## src/iwg_pkg.sv

```systemverilog
// Register map, field layout and timing constants of the SCL waveform block
`default_nettype none

package iwg_pkg;

	// ------------------------------------------------------------
	// Types
	// ------------------------------------------------------------
	typedef logic [7:0] iwg_addr_t;
	typedef logic [31:0] iwg_word_t;
	typedef logic [7:0] iwg_div_t;
	typedef logic [2:0] iwg_exp_t;
	typedef logic [5:0] iwg_hold_t;
	typedef logic [15:0] iwg_len_t;
	typedef logic [6:0] iwg_hcnt_t;
	typedef logic [23:0] iwg_src_t;

	// ------------------------------------------------------------
	// Register offsets
	// ------------------------------------------------------------
	localparam iwg_addr_t OFF_CTRL = 8'h00;
	localparam iwg_addr_t OFF_WAVE_CFG = 8'h10;
	localparam iwg_addr_t OFF_STATUS = 8'h20;
	localparam iwg_addr_t OFF_WP_MODE = 8'hE4;
	localparam iwg_addr_t OFF_WP_STATUS = 8'hE8;

	// ------------------------------------------------------------
	// Field positions and reset values
	// ------------------------------------------------------------
	localparam int WAVE_HOLD_LSB = 24;
	localparam int WAVE_EXP_LSB = 16;
	localparam int WAVE_HIGH_LSB = 8;
	localparam int WAVE_LOW_LSB = 0;
	localparam iwg_word_t WAVE_MASK = 32'h3F07_FFFF;
	localparam iwg_word_t WAVE_RESET = 32'h0000_0000;
	localparam int WPS_SRC_LSB = 8;
	localparam int WPS_FLAG_BIT = 0;
	localparam int CTRL_MASTER_BIT = 0;
	localparam int CTRL_HS_BIT = 1;
	localparam logic [1:0] CTRL_RESET = 2'h0;
	localparam int WPM_EN_BIT = 0;
	localparam logic WPM_RESET = 1'b0;
	localparam int STAT_SCL_BIT = 0;
	localparam int STAT_SDA_BIT = 1;
	localparam int STAT_DRV_BIT = 2;

	// ------------------------------------------------------------
	// Timing, in peripheral clock periods
	// ------------------------------------------------------------
	localparam iwg_len_t PHASE_EXTRA = 16'h0003;
	localparam iwg_hcnt_t HOLD_EXTRA = 7'h03;

	// Length of one SCL phase: divider scaled by 2**exp, plus fixed overhead
	function automatic iwg_len_t iwg_phase_len(input iwg_div_t div, input iwg_exp_t exp);
		iwg_len_t scaled;
		scaled = {8'h00, div} << exp;
		return scaled + PHASE_EXTRA;
	endfunction : iwg_phase_len

endpackage : iwg_pkg

`default_nettype wire

```

## src/iwg_scl_timer.sv

```systemverilog
// SCL phase timer and SDA hold timer
`default_nettype none

module iwg_scl_timer (
	input wire logic mclk,
	input wire logic srst,
	input wire logic run,
	input wire logic hs_mode,
	input wire iwg_pkg::iwg_div_t high_div,
	input wire iwg_pkg::iwg_div_t low_div,
	input wire iwg_pkg::iwg_exp_t exp_cfg,
	input wire iwg_pkg::iwg_hold_t hold_cfg,
	output logic scl_level,
	output logic scl_drive_low,
	output logic data_strobe
);
	import iwg_pkg::*;

	iwg_len_t cnt_reg;
	iwg_len_t phase_len_reg;
	iwg_hcnt_t hold_cnt_reg;
	iwg_len_t age_reg;
	logic [7:0] since_fall_reg;
	iwg_hcnt_t hold_lat_reg;

	// ------------------------------------------------------------
	// Phase decode
	// ------------------------------------------------------------
	wire logic toggle_now = run && (cnt_reg == '0);
	wire logic fall_now = toggle_now && scl_level;
	wire iwg_len_t hi_len = iwg_phase_len(high_div, exp_cfg);
	wire iwg_len_t lo_len = iwg_phase_len(low_div, exp_cfg);
	// Settings are sampled only at a phase boundary
	wire iwg_len_t new_len = fall_now ? lo_len : hi_len;
	wire iwg_hcnt_t hold_len = {1'b0, hold_cfg} + HOLD_EXTRA;

	assign data_strobe = (hs_mode && fall_now) || (hold_cnt_reg == 7'h01);

	// ------------------------------------------------------------
	// SCL phase counter
	// ------------------------------------------------------------
	always_ff @(posedge mclk) begin
		if (srst) begin
			scl_level <= 1'b1;
			scl_drive_low <= 1'b0;
			cnt_reg <= '0;
			phase_len_reg <= '0;
		end else if (!run) begin
			scl_level <= 1'b1;
			scl_drive_low <= 1'b0;
			cnt_reg <= hi_len - 16'h0001;
			phase_len_reg <= hi_len;
		end else if (toggle_now) begin
			scl_level <= !scl_level;
			scl_drive_low <= scl_level;
			cnt_reg <= new_len - 16'h0001;
			phase_len_reg <= new_len;
		end else begin
			cnt_reg <= cnt_reg - 16'h0001;
		end
	end

	// Hold count restarts on every falling edge; HS mode needs none
	always_ff @(posedge mclk) begin
		if (srst || !run) begin
			hold_cnt_reg <= '0;
		end else if (fall_now) begin
			hold_cnt_reg <= hs_mode ? '0 : hold_len;
		end else if (hold_cnt_reg != '0) begin
			hold_cnt_reg <= hold_cnt_reg - 7'h01;
		end
	end

	// ------------------------------------------------------------
	// Checks
	// ------------------------------------------------------------
	always_ff @(posedge mclk) begin
		if (srst || !run || toggle_now) begin
			age_reg <= '0;
		end else begin
			age_reg <= age_reg + 16'h0001;
		end
		if (srst || fall_now) begin
			since_fall_reg <= '0;
			hold_lat_reg <= {1'b0, hold_cfg};
		end else if (since_fall_reg != 8'hFF) begin
			since_fall_reg <= since_fall_reg + 8'h01;
		end
	end
endmodule : iwg_scl_timer

`default_nettype wire

```

## src/iwg_wave_gen.sv

```systemverilog
// Top of the SCL waveform generator with its register slave
//
// Local design decision: the address-and-strobe port.
`default_nettype none

module iwg_wave_gen (
	input wire logic mclk,
	input wire logic srst,
	input wire iwg_pkg::iwg_addr_t reg_addr,
	input wire iwg_pkg::iwg_word_t reg_wdata,
	input wire logic reg_wr,
	input wire logic reg_rd,
	output iwg_pkg::iwg_word_t reg_rdata,
	input wire logic tx_bit,
	input wire logic serial_clock_pin_in,
	output logic serial_clock_pin_out,
	output logic serial_clock_pin_oe,
	input wire logic serial_data_pin_in,
	output logic serial_data_pin_out,
	output logic serial_data_pin_oe
);
	import iwg_pkg::*;

	// ------------------------------------------------------------
	// Registers
	// ------------------------------------------------------------
	logic [1:0] ctrl_reg;
	logic write_protect_enable_reg;
	iwg_word_t clock_waveform_config_reg;
	logic violation_flag_reg;
	iwg_src_t violation_source_offset_reg;
	iwg_word_t rdata_reg;
	logic scl_meta_reg;
	logic scl_sync_reg;
	logic sda_meta_reg;
	logic sda_sync_reg;
	logic sda_out_reg;
	logic sda_oe_reg;
	iwg_word_t rd_mux;

	// ------------------------------------------------------------
	// Address decode
	// ------------------------------------------------------------
	wire logic hit_ctrl = (reg_addr == OFF_CTRL);
	wire logic hit_wave = (reg_addr == OFF_WAVE_CFG);
	wire logic hit_status = (reg_addr == OFF_STATUS);
	wire logic hit_wp_mode = (reg_addr == OFF_WP_MODE);
	wire logic hit_wp_status = (reg_addr == OFF_WP_STATUS);

	wire logic wave_wr = reg_wr && hit_wave;
	wire logic violation = wave_wr && write_protect_enable_reg;
	wire logic wave_take = wave_wr && !write_protect_enable_reg;
	wire logic wp_status_rd = reg_rd && hit_wp_status;

	wire logic master_mode = ctrl_reg[CTRL_MASTER_BIT];
	wire logic hs_mode = ctrl_reg[CTRL_HS_BIT];

	// ------------------------------------------------------------
	// Waveform fields
	// ------------------------------------------------------------
	wire iwg_hold_t hold_cfg = clock_waveform_config_reg[WAVE_HOLD_LSB +: 6];
	wire iwg_exp_t exp_cfg = clock_waveform_config_reg[WAVE_EXP_LSB +: 3];
	wire iwg_div_t high_div = clock_waveform_config_reg[WAVE_HIGH_LSB +: 8];
	wire iwg_div_t low_div = clock_waveform_config_reg[WAVE_LOW_LSB +: 8];

	wire logic data_strobe;

	// ------------------------------------------------------------
	// Software registers
	// ------------------------------------------------------------
	always_ff @(posedge mclk) begin
		if (srst) begin
			ctrl_reg <= CTRL_RESET;
			write_protect_enable_reg <= WPM_RESET;
		end else if (reg_wr && hit_ctrl) begin
			ctrl_reg <= {reg_wdata[CTRL_HS_BIT], reg_wdata[CTRL_MASTER_BIT]};
		end else if (reg_wr && hit_wp_mode) begin
			write_protect_enable_reg <= reg_wdata[WPM_EN_BIT];
		end
	end

	// Refused writes leave the settings untouched
	always_ff @(posedge mclk) begin
		if (srst) begin
			clock_waveform_config_reg <= WAVE_RESET;
		end else if (wave_take) begin
			clock_waveform_config_reg <= reg_wdata & WAVE_MASK;
		end
	end

	// ------------------------------------------------------------
	// Write protection violation
	// ------------------------------------------------------------
	// A violation in the same cycle as the clearing read wins
	always_ff @(posedge mclk) begin
		if (srst) begin
			violation_flag_reg <= 1'b0;
		end else if (violation) begin
			violation_flag_reg <= 1'b1;
		end else if (wp_status_rd) begin
			violation_flag_reg <= 1'b0;
		end
	end

	always_ff @(posedge mclk) begin
		if (srst) begin
			violation_source_offset_reg <= '0;
		end else if (violation) begin
			violation_source_offset_reg <= {16'h0000, reg_addr};
		end
	end

	// ------------------------------------------------------------
	// Read path
	// ------------------------------------------------------------
	always_comb begin
		rd_mux = '0;
		if (hit_ctrl) begin
			rd_mux[CTRL_MASTER_BIT] = master_mode;
			rd_mux[CTRL_HS_BIT] = hs_mode;
		end else if (hit_wave) begin
			rd_mux = clock_waveform_config_reg;
		end else if (hit_status) begin
			rd_mux[STAT_SCL_BIT] = scl_sync_reg;
			rd_mux[STAT_SDA_BIT] = sda_sync_reg;
			rd_mux[STAT_DRV_BIT] = serial_clock_pin_out;
		end else if (hit_wp_mode) begin
			rd_mux[WPM_EN_BIT] = write_protect_enable_reg;
		end else if (hit_wp_status) begin
			rd_mux[WPS_SRC_LSB +: 24] = violation_source_offset_reg;
			rd_mux[WPS_FLAG_BIT] = violation_flag_reg;
		end
	end

	// Data stand for exactly one cycle; unmapped reads return zero
	always_ff @(posedge mclk) begin
		if (srst) begin
			rdata_reg <= '0;
		end else begin
			rdata_reg <= reg_rd ? rd_mux : '0;
		end
	end

	assign reg_rdata = rdata_reg;

	// ------------------------------------------------------------
	// Pin synchronisers
	// ------------------------------------------------------------
	always_ff @(posedge mclk) begin
		if (srst) begin
			scl_meta_reg <= 1'b1;
			scl_sync_reg <= 1'b1;
			sda_meta_reg <= 1'b1;
			sda_sync_reg <= 1'b1;
		end else begin
			scl_meta_reg <= serial_clock_pin_in;
			scl_sync_reg <= scl_meta_reg;
			sda_meta_reg <= serial_data_pin_in;
			sda_sync_reg <= sda_meta_reg;
		end
	end

	// ------------------------------------------------------------
	// SCL generation
	// ------------------------------------------------------------
	iwg_scl_timer u_timer (
		.mclk(mclk),
		.srst(srst),
		.run(master_mode),
		.hs_mode(hs_mode),
		.high_div(high_div),
		.low_div(low_div),
		.exp_cfg(exp_cfg),
		.hold_cfg(hold_cfg),
		.scl_level(serial_clock_pin_out),
		.scl_drive_low(serial_clock_pin_oe),
		.data_strobe(data_strobe)
	);

	// ------------------------------------------------------------
	// SDA drive
	// ------------------------------------------------------------
	// Open drain: only a zero is driven, a one releases the line
	always_ff @(posedge mclk) begin
		if (srst || !master_mode) begin
			sda_out_reg <= 1'b1;
			sda_oe_reg <= 1'b0;
		end else if (data_strobe) begin
			sda_out_reg <= tx_bit;
			sda_oe_reg <= !tx_bit;
		end
	end

	assign serial_data_pin_out = sda_out_reg;
	assign serial_data_pin_oe = sda_oe_reg;
endmodule : iwg_wave_gen

`default_nettype wire

```

## config.mk

```make
export PLATFORM = sky130hd
export DESIGN_NAME = iwg_wave_gen
export DESIGN_NICKNAME = d
export VERILOG_FILES = /design/src/iwg_pkg.sv /design/src/iwg_scl_timer.sv /design/src/iwg_wave_gen.sv
export SDC_FILE = /design/constraint.sdc
export NUM_CORES = 1
export LEC_CHECK = 0
export BUFFER_PORTS_ARGS = -buffer_cell sky130_fd_sc_hd__buf_2
export CORE_MARGIN = 2
export CORE_UTILIZATION = 45
export CTS_BUF_LIST = sky130_fd_sc_hd__clkbuf_16
export DETAILED_ROUTE_END_ITERATION = 7
export HOLD_SLACK_MARGIN = 0.05
export MAX_ROUTING_LAYER = met4
export PLACE_DENSITY_LB_ADDON = 0.08
export SLEW_MARGIN = 20
export SYNTH_ARGS = -nofsm -noshare
export SYNTH_HDL_FRONTEND = slang
export SYNTH_HIERARCHICAL = 1
export SYNTH_SLANG_ARGS = --single-unit
```

## constraint.sdc

```tcl
create_clock -name mclk -period 2.8 [get_ports mclk]
set_input_delay 0.42 -clock mclk [delete_from_list [all_inputs] [get_ports mclk]]
set_output_delay 0.42 -clock mclk [all_outputs]
set_load 0.01 [all_outputs]
```

==> metrics <==
final cell count without fillers 920; Worst-Skew Late Latency 0.35 ns; area grow syn2layout 33.58%; per-cell routed wire length 16.84 um; Setup-failing EPs final 10; remaining antenna violation count after routing 0; drt first-iter violations 359; H-tree levels 3; Total Wirelength 15.49 mm; most frequent cells in the layout buf_4, dfxtp_1, nor2_1, buf_2, mux2i_1; Layout Utilization 0.6232; first-pass GRT wire length 25.07 mm; crit path launch type flop; number of global-route vias before repair 4977; Num Clock Sinks 93; CP arrival 3.32 ns; critical path peak fanout 8; Fin Hold WS 0.2480 ns; Multi-input gate area 3378 um2; CP max stage delay 0.52 ns; # diodes 0; async set-reset flop share out of synthesis 0; commonest non-fill, non-tap cell in the layout buf_4; CTS buffer count 9; # IOs 83; share of cells above drive strength 1 0.3719; placed cells 899; Syn Inst Count 599; prevailing post-synth register cell dfxtp_1; unrepaired setup endpoints after global routing yes; All-Layer GR Usage 0.2552; Hold Crit Class in2reg; DP Wirelength 11.95 mm; Final Wtd Congestion 0.9432; Max clock buf depth 2; Slew Viols, Final 0; row count 39; die height 113.3 um; largest net degree at the start of global routing 38; vias per inst 5.565; Core ar. 11520 um2; Max-Cap Viols 0; DRC viols 2; Worst-path clk slew 0.06 ns; Setup WS post-layout -0.2961 ns; post-synthesis sequential area ratio 0.3465; CTS tree done; minimum clock period 3.096 ns; 1st-pass router iterations 7; count of different cell masters after synthesis 85; root cell of the clock tree clkbuf_16; setup TNS -2.126 ns; Max-slew headroom 0.5381; clock skew 0.009319 ns; Ys Warns 6; CP max stage cell or4_4; Final #Nets 823; Initial Utilization 0.4665; critical-path cell list buf_8, nor4b_4, a32oi_4, a2111o_1, a2111oi_4, nor3_2, or4_4, nor3b_4, buf_4, a21o_1, a21oi_2; Worst Path Required 3.02 ns; Netlist Area Pre-Place 5373 um2; die area 12830 um2; failing checks DRC, setup timing; vias 5120; Power Dens Cells 381.7 nW/um2; initial antenna violation count 0; Leakage 2.995 nW; Post-synth EDFFs 0; period utilization 1.106; Fillers 1026; worst setup path class reg2reg; syn_area_per_cell 8.969 um2; Remaining Overflow, GRT 0; IR drop worst, VDD 0.3330 mV; synthesis-stage register bit count 93; CTS Hold Buffers Added 0; die span in x 113.3 um; Worst Setup End Kind flop; Hold Violations, Final 0; actual slew at the worst max-slew pin 0.6832 ns; port bufs 68; Register Area 1873 um2; fmax 323.0 MHz; outcome finished, violations left
## path summary, 6_finish.rpt
kind	from	endpoint	slack [ns]	cells past startpoint
worst max-delay path	clock_waveform_config_reg[16]$_SDFFE_PP0P_	u_timer/cnt_reg[14]$_SDFF_PP0_	-0.30	11
worst min-delay path	serial_data_pin_in	sda_meta_reg$_SDFF_PP1_	0.25	2
worst max register to register	clock_waveform_config_reg[16]$_SDFFE_PP0P_	u_timer/cnt_reg[14]$_SDFF_PP0_	-0.30	11
worst min register to register	sda_meta_reg$_SDFF_PP1_	sda_sync_reg$_SDFF_PP1_	0.41	1
## Yosys cell counts, types with 3 or more instances
| cell | n | share of area |
|---|---|---|
| nor4_1 | 5 | 0.0058 |
| nand3_1 | 11 | 0.010 |
| a221oi_1 | 3 | 0.0049 |
| clkbuf_1 | 14 | 0.0098 |
| nor3_1 | 20 | 0.019 |
| o311ai_0 | 3 | 0.0049 |
| and3_1 | 8 | 0.0093 |
| ha_1 | 4 | 0.0093 |
| mux2_4 | 3 | 0.0084 |
| a32oi_1 | 3 | 0.0049 |
| o31ai_1 | 5 | 0.0070 |
| a31oi_1 | 4 | 0.0047 |
| or2_2 | 7 | 0.0082 |
| nand4_1 | 8 | 0.0093 |
| a22oi_1 | 3 | 0.0042 |
| nand2_1 | 24 | 0.017 |
| buf_4 | 9 | 0.013 |
| o21a_1 | 3 | 0.0042 |
| xnor2_1 | 13 | 0.021 |
| nor2_1 | 72 | 0.050 |
| nand4b_1 | 3 | 0.0049 |
| a22o_1 | 12 | 0.020 |
| or3_1 | 6 | 0.0070 |
| dfxtp_1 | 93 | 0.35 |
| xor2_1 | 8 | 0.013 |
| nand3b_1 | 3 | 0.0042 |
| buf_2 | 13 | 0.012 |
| inv_1 | 19 | 0.013 |
| mux2i_1 | 47 | 0.088 |
| o22ai_1 | 7 | 0.0082 |
| o211ai_1 | 3 | 0.0042 |
| mux2_2 | 12 | 0.025 |
| nor3_2 | 4 | 0.0075 |
| a21oi_1 | 23 | 0.021 |
| and2_1 | 25 | 0.029 |
| buf_1 | 3 | 0.0021 |
| nand2b_1 | 5 | 0.0058 |
| o21ai_0 | 15 | 0.014 |
| nor2b_1 | 13 | 0.015 |
| mux4_2 | 4 | 0.017 |
## logic make-up after synthesis
| family | share of synthesized area |
|---|---|
| simple gates | 0.2389 |
| xor+xnor | 0.03423 |
| fa+ha+maj | 0.009316 |
| compound gates | 0.1605 |
| flops | 0.3465 |
| other cells | 0.0006980 |
| mux | 0.1449 |
| buf+inv | 0.06497 |
## report_power, final
part	switching [mW]	leakage, nW	internal (mW)
sequential	0.00225	0.752	1.32
clock	0.535	0.157	0.787
combinational	0.0509	2.09	0.0399
## stage by stage
step / instance area [um2] / setup slack [ns] / power (mW)
final: 7177 / -0.2961 / 2.740
after CTS: 7017 / -0.2652 / 2.778
after global placement: 6620 / -0.3062 / 1.447
after floorplan: 5440 / -0.1481 / 1.407
after global routing: 7177 / -0.4111 / 2.833
after detailed placement: 6620 / -0.3376 / 1.448
## metal layers
| metal | share of wire | up-vias | global-route usage |
|---|---|---|---|
| met5 | 0 | - | - |
| met4 | 0.013 | 0 | 0.07317 |
| met3 | 0.050 | 18 | 0.04339 |
| met2 | 0.47 | 152 | 0.3992 |
| met1 | 0.47 | 2440 | 0.3415 |
| li1 | - | 2510 | - |
## final cells by class
cell class	count	share of cell area
clock buffer	9	0.03138
sequential	93	0.2610
inverter	20	0.01046
tap	143	0.02493
multi-input combinational	448	0.4707
timing repair buffer	200	0.1881
clock inverter	7	0.01342
## worst max-delay path, delay by kind of cell (launching register included)
family	cells	cell delay [ns]
compound gates	5	0.98
buf+inv	2	0.33
flops	1	0.38
simple gates	4	1.27
## repair_timing
item	4_1_cts	5_1_grt
pin swaps	1	4
gates cloned	0	0
buffers inserted	3	2
gates resized for setup	14	26
endpoints found under the setup margin	11	11
Power figures use the tool's default switching activity.
